$ cat src/timer_sync_defs.svh
// Offsets, bit positions, reset values and timing counts of the timer sync.
`ifndef TIMER_SYNC_DEFS_SVH
`define TIMER_SYNC_DEFS_SVH

// Byte offsets of the registers on the bus.
`define OFF_COUNT 8'h00
`define OFF_COMPARE 8'h04
`define OFF_CONTROL 8'h08
`define OFF_ASYNC_STATUS 8'h0C
`define OFF_IRQ_MASK 8'h10
`define OFF_IRQ_FLAGS 8'h14

// Bit positions in the async status register.
`define BIT_ASYNC_SEL 3
`define BIT_COUNT_BUSY 2
`define BIT_COMPARE_BUSY 1
`define BIT_CTRL_BUSY 0

// Bit positions in the mask and flag registers.
`define BIT_COMPARE 7
`define BIT_OVERFLOW 6

// Control register fields.
`define BIT_WGM_HI 3
`define BIT_WGM_LO 6
`define CTRL_COM_MSB 5
`define CTRL_COM_LSB 4
`define CTRL_CS_MSB 2
`define CTRL_CS_LSB 0

// Waveform mode codes, formed as {bit 3, bit 6}.
`define WGM_PHASE_PWM 2'h1
`define WGM_CTC 2'h2

// Reset values.
`define RST_BYTE 8'h00
`define RST_MASK 8'h00
`define RST_FLAGS 8'h00

// Timing counts.
`define STAGE_EDGES 2'h2
`define FLAG_SYNC_CYCLES 3
`define COUNT_MAX 8'hFF

`endif

$ cat src/timer_sync_pkg.sv
// Types shared by the timer synchronisation modules.
package timer_sync_pkg;

   // Progress of one staging register towards its destination.
   typedef enum logic [1:0] {
      ST_IDLE  = 2'b00,
      ST_WAIT1 = 2'b01,
      ST_WAIT2 = 2'b10
   } stage_state_e;

   // One byte of register data.
   typedef logic [7:0] byte_t;

endpackage

$ cat src/stage_if.sv
// Carrier between the register front end and one staging channel.
`timescale 1ns/1ps
interface stage_if;
   logic wr;                          // One-cycle write strobe.
   timer_sync_pkg::byte_t wdata;      // Byte written by software.
   timer_sync_pkg::byte_t stage_val;  // Current staging contents.
   logic busy;                        // Update still in flight.
   logic commit;                      // Pulse: load stage_val now.
   modport owner(output wr, output wdata,
                 input stage_val, input busy, input commit);
   modport chan(input wr, input wdata,
                output stage_val, output busy, output commit);
endinterface

$ cat src/stage_channel.sv
// One staging register with its update-busy tracking.
`timescale 1ns/1ps
`include "timer_sync_defs.svh"
module stage_channel (
   // Clock and reset.
   input wire logic hclk,
   input wire logic hresetn,
   // Timer clock rising edge and mode.
   input wire logic xtal_tick,
   input wire logic async_mode,
   // Link to the register front end.
   stage_if.chan bus
);

   timer_sync_pkg::byte_t stage_q;       // Staged byte.
   timer_sync_pkg::byte_t stage_d;
   timer_sync_pkg::stage_state_e st_q;   // Transfer progress.
   timer_sync_pkg::stage_state_e st_d;
   logic commit_q;                       // Registered load pulse.
   logic commit_d;
   logic [1:0] edge_cnt_q;               // Edges since write, checks only.
   logic [1:0] edge_cnt_d;

   // Next state of the staging channel.
   always_comb begin
      stage_d = stage_q;
      st_d = st_q;
      commit_d = 1'b0;
      if (bus.wr) begin
         stage_d = bus.wdata;
         if (async_mode) begin
            st_d = timer_sync_pkg::ST_WAIT1;
         end else begin
            // Synchronous timer takes the byte at once.
            st_d = timer_sync_pkg::ST_IDLE;
            commit_d = 1'b1;
         end
      end else begin
         case (st_q)
            timer_sync_pkg::ST_IDLE: begin
               st_d = timer_sync_pkg::ST_IDLE;
            end
            timer_sync_pkg::ST_WAIT1: begin
               if (xtal_tick) begin
                  st_d = timer_sync_pkg::ST_WAIT2;
               end
            end
            timer_sync_pkg::ST_WAIT2: begin
               if (xtal_tick) begin
                  st_d = timer_sync_pkg::ST_IDLE;
                  commit_d = 1'b1;
               end
            end
            default: begin
               st_d = timer_sync_pkg::ST_IDLE;
            end
         endcase
      end
      // Helper count of timer edges, saturating at three.
      edge_cnt_d = edge_cnt_q;
      if (bus.wr) begin
         edge_cnt_d = 2'h0;
      end else if (xtal_tick && edge_cnt_q != 2'h3) begin
         edge_cnt_d = edge_cnt_q + 2'h1;
      end
   end

   // Register the channel state.
   always_ff @(posedge hclk or negedge hresetn) begin
      if (!hresetn) begin
         stage_q <= `RST_BYTE;
         st_q <= timer_sync_pkg::ST_IDLE;
         commit_q <= 1'b0;
         edge_cnt_q <= 2'h0;
      end else begin
         stage_q <= stage_d;
         st_q <= st_d;
         commit_q <= commit_d;
         edge_cnt_q <= edge_cnt_d;
      end
   end

   // busy visible straight after write
   // In async mode busy covers the load pulse so it never drops before the destination.
   assign bus.busy = (st_q != timer_sync_pkg::ST_IDLE) ||
                     (commit_q && async_mode);
   assign bus.commit = commit_q;
   assign bus.stage_val = stage_q;
endmodule

$ cat src/async_timer_sync_and_irq.sv
// Clock crossing, staging and interrupt flags of the 8-bit async timer.
//
// Added by the designer: register access over AHB-Lite and the register offsets.
`timescale 1ns/1ps
`include "timer_sync_defs.svh"
// Notes on behaviour
// - Control write sets busy; cleared after transfer.
// - Count reads copy when async; compare, control read staging.
// - Writes staged, applied after two timer edges.
// - Three independent staging registers.
// - No compare match during count/compare transfer.
// - Wake logic needs one timer cycle rearm.
// - Oscillator on only with crystal selected; off in deep sleep.
// - Wake starts on following timer cycle.
// - Count copy refreshed each timer rising edge.
// - Flag sync takes three cycles plus tick.
// - Compare pin changes on timer clock.
// - Compare flag, mask bit 7, enable: interrupt.
// - Overflow flag, mask bit 6, enable: interrupt.
// - Compare flag set on match, W1C/vector clear.
// - Overflow flag set on overflow, W1C/vector clear.
// - PWM overflow flag set at bottom reversal.
// - Count and compare writes set their busy.
// - Select bit picks I/O or crystal clock.
module async_timer_sync_and_irq (
   // Clock and reset.
   input wire logic hclk,
   input wire logic hresetn,
   // AHB-Lite slave.
   input wire logic hsel,
   input wire logic [31:0] haddr,
   input wire logic [1:0] htrans,
   input wire logic hwrite,
   input wire logic [2:0] hsize,
   input wire logic [31:0] hwdata,
   input wire logic hready,
   output logic [31:0] hrdata,
   output logic hreadyout,
   output logic hresp,
   // Crystal clock pin, asynchronous to hclk.
   input wire logic xtal_clock_input,
   // CPU side signals on hclk.
   input wire logic global_irq_enable,
   input wire logic cmp_vector_ack,
   input wire logic ovf_vector_ack,
   input wire logic sleep_active,
   input wire logic sleep_deep,
   // Timer outputs.
   output logic oc_pin,
   output logic cmp_irq,
   output logic ovf_irq,
   output logic osc_enable,
   output logic wake_req
);

   // Byte address compare used by the read and the write decode.
   function automatic logic hit(input logic [7:0] a, input logic [7:0] o);
      return a == o;
   endfunction

   stage_if cnt_ch();   // Counter staging channel.
   stage_if cmp_ch();   // Compare staging channel.
   stage_if ctl_ch();   // Control staging channel.

   // Bus state.
   logic dp_wr_q;           // Data phase of a write is open.
   logic dp_wr_d;
   logic [7:0] dp_addr_q;   // Byte address of that write.
   logic [7:0] dp_addr_d;
   logic [31:0] hrdata_q;
   logic [31:0] hrdata_d;
   logic hreadyout_q;
   logic ap_valid;          // Address phase accepted this cycle.
   logic [7:0] wbyte;       // Written byte in the data phase.

   // Timer state.
   logic [2:0] xs_q;        // Crystal pin synchroniser and edge stage.
   logic [2:0] xs_d;
   logic xtal_rise;         // One-cycle pulse per crystal rising edge.
   logic async_q;           // Clock source select.
   logic async_d;
   timer_sync_pkg::byte_t count_q;
   timer_sync_pkg::byte_t count_d;
   timer_sync_pkg::byte_t compare_q;
   timer_sync_pkg::byte_t compare_d;
   timer_sync_pkg::byte_t ctrl_q;
   timer_sync_pkg::byte_t ctrl_d;
   timer_sync_pkg::byte_t copy_q;   // Count copy for CPU reads.
   timer_sync_pkg::byte_t copy_d;
   logic dir_q;             // Phase correct PWM counting down.
   logic dir_d;
   logic oc_q;
   logic oc_d;
   logic tmr_tick;          // Timer clock event in hclk terms.
   logic [1:0] wgm;
   timer_sync_pkg::byte_t top;
   logic match_ev;
   logic ovf_ev;

   // Flag and wake state.
   logic [1:0] pipe0_q;     // Flag events, first resync stage.
   logic [1:0] pipe0_d;
   logic [1:0] pipe1_q;     // Flag events, second resync stage.
   logic [1:0] pipe1_d;
   timer_sync_pkg::byte_t mask_q;
   timer_sync_pkg::byte_t mask_d;
   logic [1:0] flags_q;     // {compare, overflow}.
   logic [1:0] flags_d;
   logic [1:0] flag_set;
   logic [1:0] flag_clr;
   logic cmp_irq_q;
   logic cmp_irq_d;
   logic ovf_irq_q;
   logic ovf_irq_d;
   logic osc_q;
   logic osc_d;
   logic armed_q;           // Wake logic has seen a timer edge.
   logic armed_d;
   logic pend_q;            // Wake condition met while asleep.
   logic pend_d;
   logic wake_q;
   logic wake_d;
   logic sleep_prev_q;
   logic sleep_prev_d;

   stage_channel u_cnt (.hclk(hclk), .hresetn(hresetn),
      .xtal_tick(xtal_rise), .async_mode(async_q), .bus(cnt_ch));
   stage_channel u_cmp (.hclk(hclk), .hresetn(hresetn),
      .xtal_tick(xtal_rise), .async_mode(async_q), .bus(cmp_ch));
   stage_channel u_ctl (.hclk(hclk), .hresetn(hresetn),
      .xtal_tick(xtal_rise), .async_mode(async_q), .bus(ctl_ch));

   // Write strobes land in the data phase, so zero wait states suffice.
   assign ap_valid = hsel && htrans[1] && hready;
   assign wbyte = hwdata[7:0];
   assign cnt_ch.wr = dp_wr_q && hit(dp_addr_q, `OFF_COUNT);
   assign cmp_ch.wr = dp_wr_q && hit(dp_addr_q, `OFF_COMPARE);
   assign ctl_ch.wr = dp_wr_q && hit(dp_addr_q, `OFF_CONTROL);
   assign cnt_ch.wdata = wbyte;
   assign cmp_ch.wdata = wbyte;
   assign ctl_ch.wdata = wbyte;

   // Bus front end: capture address phase, prepare read data.
   always_comb begin
      dp_wr_d = ap_valid && hwrite;
      dp_addr_d = haddr[7:0];
      hrdata_d = 32'h0000_0000;
      async_d = async_q;
      mask_d = mask_q;
      if (ap_valid && !hwrite) begin
         if (hit(haddr[7:0], `OFF_COUNT)) begin
            hrdata_d[7:0] = async_q ? copy_q : count_q;
         end else if (hit(haddr[7:0], `OFF_COMPARE)) begin
            hrdata_d[7:0] = cmp_ch.stage_val;
         end else if (hit(haddr[7:0], `OFF_CONTROL)) begin
            hrdata_d[7:0] = ctl_ch.stage_val;
         end else if (hit(haddr[7:0], `OFF_ASYNC_STATUS)) begin
            hrdata_d[`BIT_ASYNC_SEL] = async_q;
            hrdata_d[`BIT_COUNT_BUSY] = cnt_ch.busy;
            hrdata_d[`BIT_COMPARE_BUSY] = cmp_ch.busy;
            hrdata_d[`BIT_CTRL_BUSY] = ctl_ch.busy;
         end else if (hit(haddr[7:0], `OFF_IRQ_MASK)) begin
            hrdata_d[7:0] = mask_q;
         end else if (hit(haddr[7:0], `OFF_IRQ_FLAGS)) begin
            hrdata_d[`BIT_COMPARE] = flags_q[1];
            hrdata_d[`BIT_OVERFLOW] = flags_q[0];
         end
      end
      if (dp_wr_q && hit(dp_addr_q, `OFF_ASYNC_STATUS)) begin
         async_d = wbyte[`BIT_ASYNC_SEL];
      end
      if (dp_wr_q && hit(dp_addr_q, `OFF_IRQ_MASK)) begin
         mask_d = wbyte;
      end
   end

   // Register the bus front end.
   always_ff @(posedge hclk or negedge hresetn) begin
      if (!hresetn) begin
         dp_wr_q <= 1'b0;
         dp_addr_q <= 8'h00;
         hrdata_q <= 32'h0000_0000;
         hreadyout_q <= 1'b0;
         async_q <= 1'b0;
         mask_q <= `RST_MASK;
      end else begin
         dp_wr_q <= dp_wr_d;
         dp_addr_q <= dp_addr_d;
         hrdata_q <= hrdata_d;
         hreadyout_q <= 1'b1;
         async_q <= async_d;
         mask_q <= mask_d;
      end
   end

   // Timer core next state; counting modes are kept minimal here.
   always_comb begin
      xs_d = {xs_q[1:0], xtal_clock_input};
      wgm = {ctrl_q[`BIT_WGM_HI], ctrl_q[`BIT_WGM_LO]};
      top = (wgm == `WGM_CTC) ? compare_q : `COUNT_MAX;
      tmr_tick = (ctrl_q[`CTRL_CS_MSB:`CTRL_CS_LSB] != 3'h0) &&
                 (async_q ? xtal_rise : 1'b1);
      match_ev = tmr_tick && (count_q == compare_q) &&
                 !cnt_ch.busy && !cmp_ch.busy;
      ovf_ev = 1'b0;
      count_d = count_q;
      dir_d = dir_q;
      compare_d = cmp_ch.commit ? cmp_ch.stage_val : compare_q;
      ctrl_d = ctl_ch.commit ? ctl_ch.stage_val : ctrl_q;
      copy_d = xtal_rise ? count_q : copy_q;
      if (cnt_ch.commit) begin
         count_d = cnt_ch.stage_val;
      end else if (tmr_tick && wgm == `WGM_PHASE_PWM) begin
         if (dir_q && count_q == 8'h00) begin
            dir_d = 1'b0;
            ovf_ev = 1'b1;
            count_d = 8'h01;
         end else if (dir_q) begin
            count_d = count_q - 8'h01;
         end else if (count_q == `COUNT_MAX) begin
            dir_d = 1'b1;
            count_d = count_q - 8'h01;
         end else begin
            count_d = count_q + 8'h01;
         end
      end else if (tmr_tick) begin
         ovf_ev = (count_q == `COUNT_MAX);
         count_d = (count_q == top) ? 8'h00 : count_q + 8'h01;
      end
      oc_d = oc_q;
      if (match_ev) begin
         case (ctrl_q[`CTRL_COM_MSB:`CTRL_COM_LSB])
            2'h1: oc_d = !oc_q;
            2'h2: oc_d = 1'b0;
            2'h3: oc_d = 1'b1;
            default: oc_d = oc_q;
         endcase
      end
   end

   // Register the timer core; xs_q[0] feeds only xs_q[1].
   always_ff @(posedge hclk or negedge hresetn) begin
      if (!hresetn) begin
         xs_q <= 3'h0;
         count_q <= `RST_BYTE;
         compare_q <= `RST_BYTE;
         ctrl_q <= `RST_BYTE;
         copy_q <= `RST_BYTE;
         dir_q <= 1'b0;
         oc_q <= 1'b0;
      end else begin
         xs_q <= xs_d;
         count_q <= count_d;
         compare_q <= compare_d;
         ctrl_q <= ctrl_d;
         copy_q <= copy_d;
         dir_q <= dir_d;
         oc_q <= oc_d;
      end
   end
   assign xtal_rise = xs_q[1] && !xs_q[2];

   // Flags, interrupt requests, oscillator enable and wake logic.
   always_comb begin
      pipe0_d = async_q ? {match_ev, ovf_ev} : 2'h0;
      pipe1_d = pipe0_q;
      flag_set = async_q ? pipe1_q : {match_ev, ovf_ev};
      flag_clr[1] = cmp_vector_ack ||
         (dp_wr_q && hit(dp_addr_q, `OFF_IRQ_FLAGS) && wbyte[`BIT_COMPARE]);
      flag_clr[0] = ovf_vector_ack ||
         (dp_wr_q && hit(dp_addr_q, `OFF_IRQ_FLAGS) && wbyte[`BIT_OVERFLOW]);
      // A set in the same cycle as a clear wins.
      flags_d = (flags_q & ~flag_clr) | flag_set;
      cmp_irq_d = flags_q[1] && mask_q[`BIT_COMPARE] && global_irq_enable;
      ovf_irq_d = flags_q[0] && mask_q[`BIT_OVERFLOW] && global_irq_enable;
      // oscillator runs only with the crystal selected and stops in deep sleep
      osc_d = async_q && !(sleep_active && sleep_deep);
      sleep_prev_d = sleep_active;
      armed_d = armed_q;
      if (sleep_prev_q && !sleep_active) begin
         armed_d = 1'b0;
      end else if (xtal_rise && !sleep_active) begin
         armed_d = 1'b1;
      end
      pend_d = pend_q;
      wake_d = wake_q;
      if (!sleep_active) begin
         pend_d = 1'b0;
         wake_d = 1'b0;
      end else begin
         if (armed_q && ((flags_q[1] && mask_q[`BIT_COMPARE]) ||
                         (flags_q[0] && mask_q[`BIT_OVERFLOW]))) begin
            pend_d = 1'b1;
         end
         if (pend_q && xtal_rise) begin
            wake_d = 1'b1;
         end
      end
   end

   // Register flags and wake state.
   always_ff @(posedge hclk or negedge hresetn) begin
      if (!hresetn) begin
         pipe0_q <= 2'h0;
         pipe1_q <= 2'h0;
         flags_q <= 2'h0;
         cmp_irq_q <= 1'b0;
         ovf_irq_q <= 1'b0;
         osc_q <= 1'b0;
         armed_q <= 1'b1;
         pend_q <= 1'b0;
         wake_q <= 1'b0;
         sleep_prev_q <= 1'b0;
      end else begin
         pipe0_q <= pipe0_d;
         pipe1_q <= pipe1_d;
         flags_q <= flags_d;
         cmp_irq_q <= cmp_irq_d;
         ovf_irq_q <= ovf_irq_d;
         osc_q <= osc_d;
         armed_q <= armed_d;
         pend_q <= pend_d;
         wake_q <= wake_d;
         sleep_prev_q <= sleep_prev_d;
      end
   end

   assign hrdata = hrdata_q;
   assign hreadyout = hreadyout_q;
   assign hresp = 1'b0;
   assign oc_pin = oc_q;
   assign cmp_irq = cmp_irq_q;
   assign ovf_irq = ovf_irq_q;
   assign osc_enable = osc_q;
   assign wake_req = wake_q;
endmodule

$ cat config.mk
export PLATFORM = sky130hd
export DESIGN_NAME = async_timer_sync_and_irq
export DESIGN_NICKNAME = d
export VERILOG_FILES = /design/src/timer_sync_pkg.sv /design/src/stage_if.sv /design/src/stage_channel.sv /design/src/async_timer_sync_and_irq.sv
export VERILOG_INCLUDE_DIRS = /design/src
export SDC_FILE = /design/constraint.sdc
export NUM_CORES = 1
export LEC_CHECK = 0
export BUFFER_PORTS_ARGS = -buffer_cell sky130_fd_sc_hd__buf_2
export CELL_PAD_IN_SITES_DETAIL_PLACEMENT = 2
export CELL_PAD_IN_SITES_GLOBAL_PLACEMENT = 2
export CORE_UTILIZATION = 34
export CTS_CLUSTER_SIZE = 14
export DETAILED_ROUTE_END_ITERATION = 10
export MAX_ROUTING_LAYER = met4
export PLACE_DENSITY = 0.79
export SLEW_MARGIN = 15
export SYNTH_ARGS = -nofsm -noshare
export SYNTH_HDL_FRONTEND = slang
export SYNTH_HIERARCHICAL = 1
export SYNTH_SLANG_ARGS = --single-unit
$ cat constraint.sdc
create_clock -name hclk -period 2.35 [get_ports hclk]
set_clock_uncertainty 0.2 [all_clocks]
set_input_delay 0.235 -clock hclk [delete_from_list [all_inputs] [get_ports hclk]]
set_output_delay 0.235 -clock hclk [all_outputs]
set_load 0.005 [all_outputs]
==> key figures <==
Outcome
  • Status: finished with violations
  • Failing checks: negative setup slack

Yosys
  • Synthesized cell area: 5330 sq um
  • Post-synthesis instance total: 500
  • Ys flop type: dfrtp_1
  • YS warnings: 6
  • Distinct cells, synth: 60
  • Yosys reg bits: between 100 and 150
  • Post-synth ARST share: 1.00
  • Post-synth EDFFs: 0
  • Seq/Total Area, Yosys: 0.512
  • Synthesized area per cell: between 10 and 15 sq um

Finish
  • Final std cells w/o fill: a little over 800
  • Core Util, Final: 0.428
  • Fillers: between 1.5k and 2k
  • Final Cell Area: roughly 6500 sq um
  • Proportion of layout cells with a drive suffix above 1: 0.283
  • Diodes inserted: 0
  • Area of the multi-input gates: ~2400 sq um
  • Synth-to-Final Area Change: 22.3%
  • FF+latch area: 2730 sq um
  • Post-layout nets: between 600 and 700

Timing
  • Tightest Pin Transition: ~470 ps
  • Fin. Hold Viols: 0
  • Tcrit/Tclk final: 1.02
  • RSZ-0062 raised after global routing: yes
  • Setup tns final: -117 ps
  • Relative slew slack: 0.677
  • Final Max Slew Viols: 0
  • PnR worst setup slack: -49.4 ps
  • Fmax: roughly 0.42 GHz
  • Setup violators final: 4
  • Fin crit period: between 2000 and 2500 ps

Floorplanning
  • Core area: around 15000 sq um
  • Die width: approximately 130 microns
  • Initial Util: 0.349
  • Num ports: about 120
  • Die height: roughly 130 microns
  • Die Area: 16200 sq um
  • Std-Cell Rows: 45

Clock network
  • Number of H-tree levels: 3
  • Clock latency on the worst-skew pair: between 300 and 400 ps
  • Total CTS buffers: 9
  • Root Buffer: clkbuf_16
  • Clock tree from TritonCTS: yes
  • CTS Sinks: between 100 and 150
  • Clock-pin transition on the worst setup and hold timing paths: roughly 90 ps
  • Longest Clk Path Bufs: 2

Worst setup path
  • Reg-to-Reg End: oc_pin
  • R2r startpoint: count_q[1]
  • Setup slack, reg-to-reg: around 50 ps
  • CP Max Fanout: 5
  • CP endpoint kind: flop
  • WS Path Type: input port to flop
  • Reg2Reg Depth: 7
  • Critical Path RT: approximately 2400 ps
  • Worst Path Arrival: about 2500 ps
  • Crit path launch type: input port

Placement
  • DP HPWL: around 12 mm
  • Post-placement cell count: 772
  • GP Congestion: 0.850
  • Placed Area: about 5900 sq um
  • I/O Buffers: 41

Routing
  • Post-route DRC: 0
  • Final WL: about 20 mm
  • DR WL met2: 10.5 mm
  • Antenna viol nets, final: 0
  • Via-per-instance ratio: between 5 and 6
  • Pre-Repair DR Iteration Count: 4
  • Top Metal Used: met4
  • Vias post-DR: between 4k and 5k
  • DRT met1 WL: 8.09 mm
  • WL/cell: about 24 microns
  • DRT iter0 DRCs: roughly 250
  • Met3 WL: 770 microns

Worst hold path
  • Hold Path Stages: 2
  • Hold path startpoint: hwdata[0]
  • Hold Path Class: input port to flop
  • Hold Path End: mask_q[0]

Run
  • Max Cap Viol: 0

Global routing
  • Vias in the first global route: ~4.9k
  • Initial antenna violation count: 0
  • Grt total ovfl: 0
  • Largest net degree at the start of global routing: 58
  • GRT Util Overall: 0.267
  • First-pass GRT wire length: 30.7 mm

Pwr
  • Leakage: ~3.1 nW
  • Worst vdd ir: 0.000364 V
  • Pwr dens: just under 600 nW/um^2
## per-layer routing
metal,global-route usage,vias up
li1,-,1935
met1,0.312,2287
met2,0.461,119
met3,0.0377,42
met4,0.112,0
met5,-,-
## through the flow
step / hold WS [ps] / worst slack [ps] / power (mW)
2_1_floorplan: -261 / 279 / 2.07
3_3_place_gp: 3.41 / 195 / 2.16
3_5_place_dp: 14.4 / 58.0 / 2.17
4_1_cts: 0.474 / 9.45 / 3.75
5_1_grt: 11.0 / -71.6 / 3.89
6_report: 2.91 / -49.4 / 3.78
## cell usage in the layout (no fill, tap or decap), types with 3 or more instances in the layout
cell type,count
dfrtp_1,108
mux2_2,47
buf_4,46
nand2_1,44
buf_2,40
a21oi_1,31
conb_1,26
inv_1,21
o21ai_0,21
dlygate4sd3_1,21
nor2_1,19
nand3_1,17
nor3_1,12
mux2i_1,12
nand2b_1,11
clkbuf_16,9
a22oi_1,7
nand3b_1,7
xor2_1,5
and3_1,5
a211o_1,5
xnor2_1,5
or3_1,5
nand4_1,4
a211oi_1,4
a31oi_1,4
a21oi_2,3
a221oi_1,3
nor2b_1,3
o21ai_1,3
or3b_1,3
o41ai_1,3
## cells in the mapped netlist (all sizes together) (12+ instances only)
cell	n	area share
mux2i	12	0.023
nor2	22	0.017
nand2	45	0.033
buf	31	0.041
nor3	15	0.017
dfrtp	108	0.51
nand3	17	0.016
inv	21	0.015
o21ai	24	0.023
a21oi	34	0.032
clkbuf	14	0.015
mux2	47	0.099
## worst max-delay path by stage
stage | slack [ps] | end | depth (start not counted) | from
finish | -50 | hrdata[5] | 8 | haddr[5]
global placement | 200 | hrdata[3] | 7 | haddr[0]
CTS | 9 | hrdata[0] | 8 | haddr[5]
detailed placement | 60 | u_ctl/bus.stage_val[1] | 6 | dp_addr_q[5]
floorplan | 280 | u_ctl/bus.stage_val[0] | 6 | dp_addr_q[5]
global route | -70 | hrdata[5] | 8 | haddr[5]
## report_power, final
group | internal (mW) | switching [mW]
combinational | 0.0918 | 0.153
sequential | 1.91 | 0.0311
clock | 0.746 | 0.852
total | 2.74 | 1.04
## final cells by class
type,instances,share of cell area
Tap cell,211,0.0405
Inverter,22,0.0127
Clock inverter,7,0.0102
Multi-Input combinational cell,348,0.362
Timing Repair Buffer,110,0.122
Sequential cell,109,0.418
Clock buffer,9,0.0345
## kinds of logic (layout without fill, tap and decap cells)
family,count (synthesis),after routing,share of synthesized area
flops,109,109,0.512
fa+ha+maj,2,2,0.00469
xor+xnor,10,10,0.0164
other cells,2,26,0.00141
compound gates,101,101,0.120
buf+inv,67,148,0.0716
simple gates,150,150,0.153
mux,59,59,0.122
## worst max-delay path, cell delays in order
cell,delay [ps]
dlygate4sd3_1,540
buf_2,150
or4_4,430
nor2_4,200
nand2_4,100
nor3_4,330
a22oi_1,230
a21oi_2,260
## timing repair
action                                 4_1_cts  5_1_grt
setup endpoints to repair                    8       34
setup buffers                                0        7
hold buffers                                20        1
cloned                                       0        0
endpoints found under the hold margin       64        2
pin swaps                                    0        6
gates resized for setup                      1       13
Power figures use the tool's default switching activity.
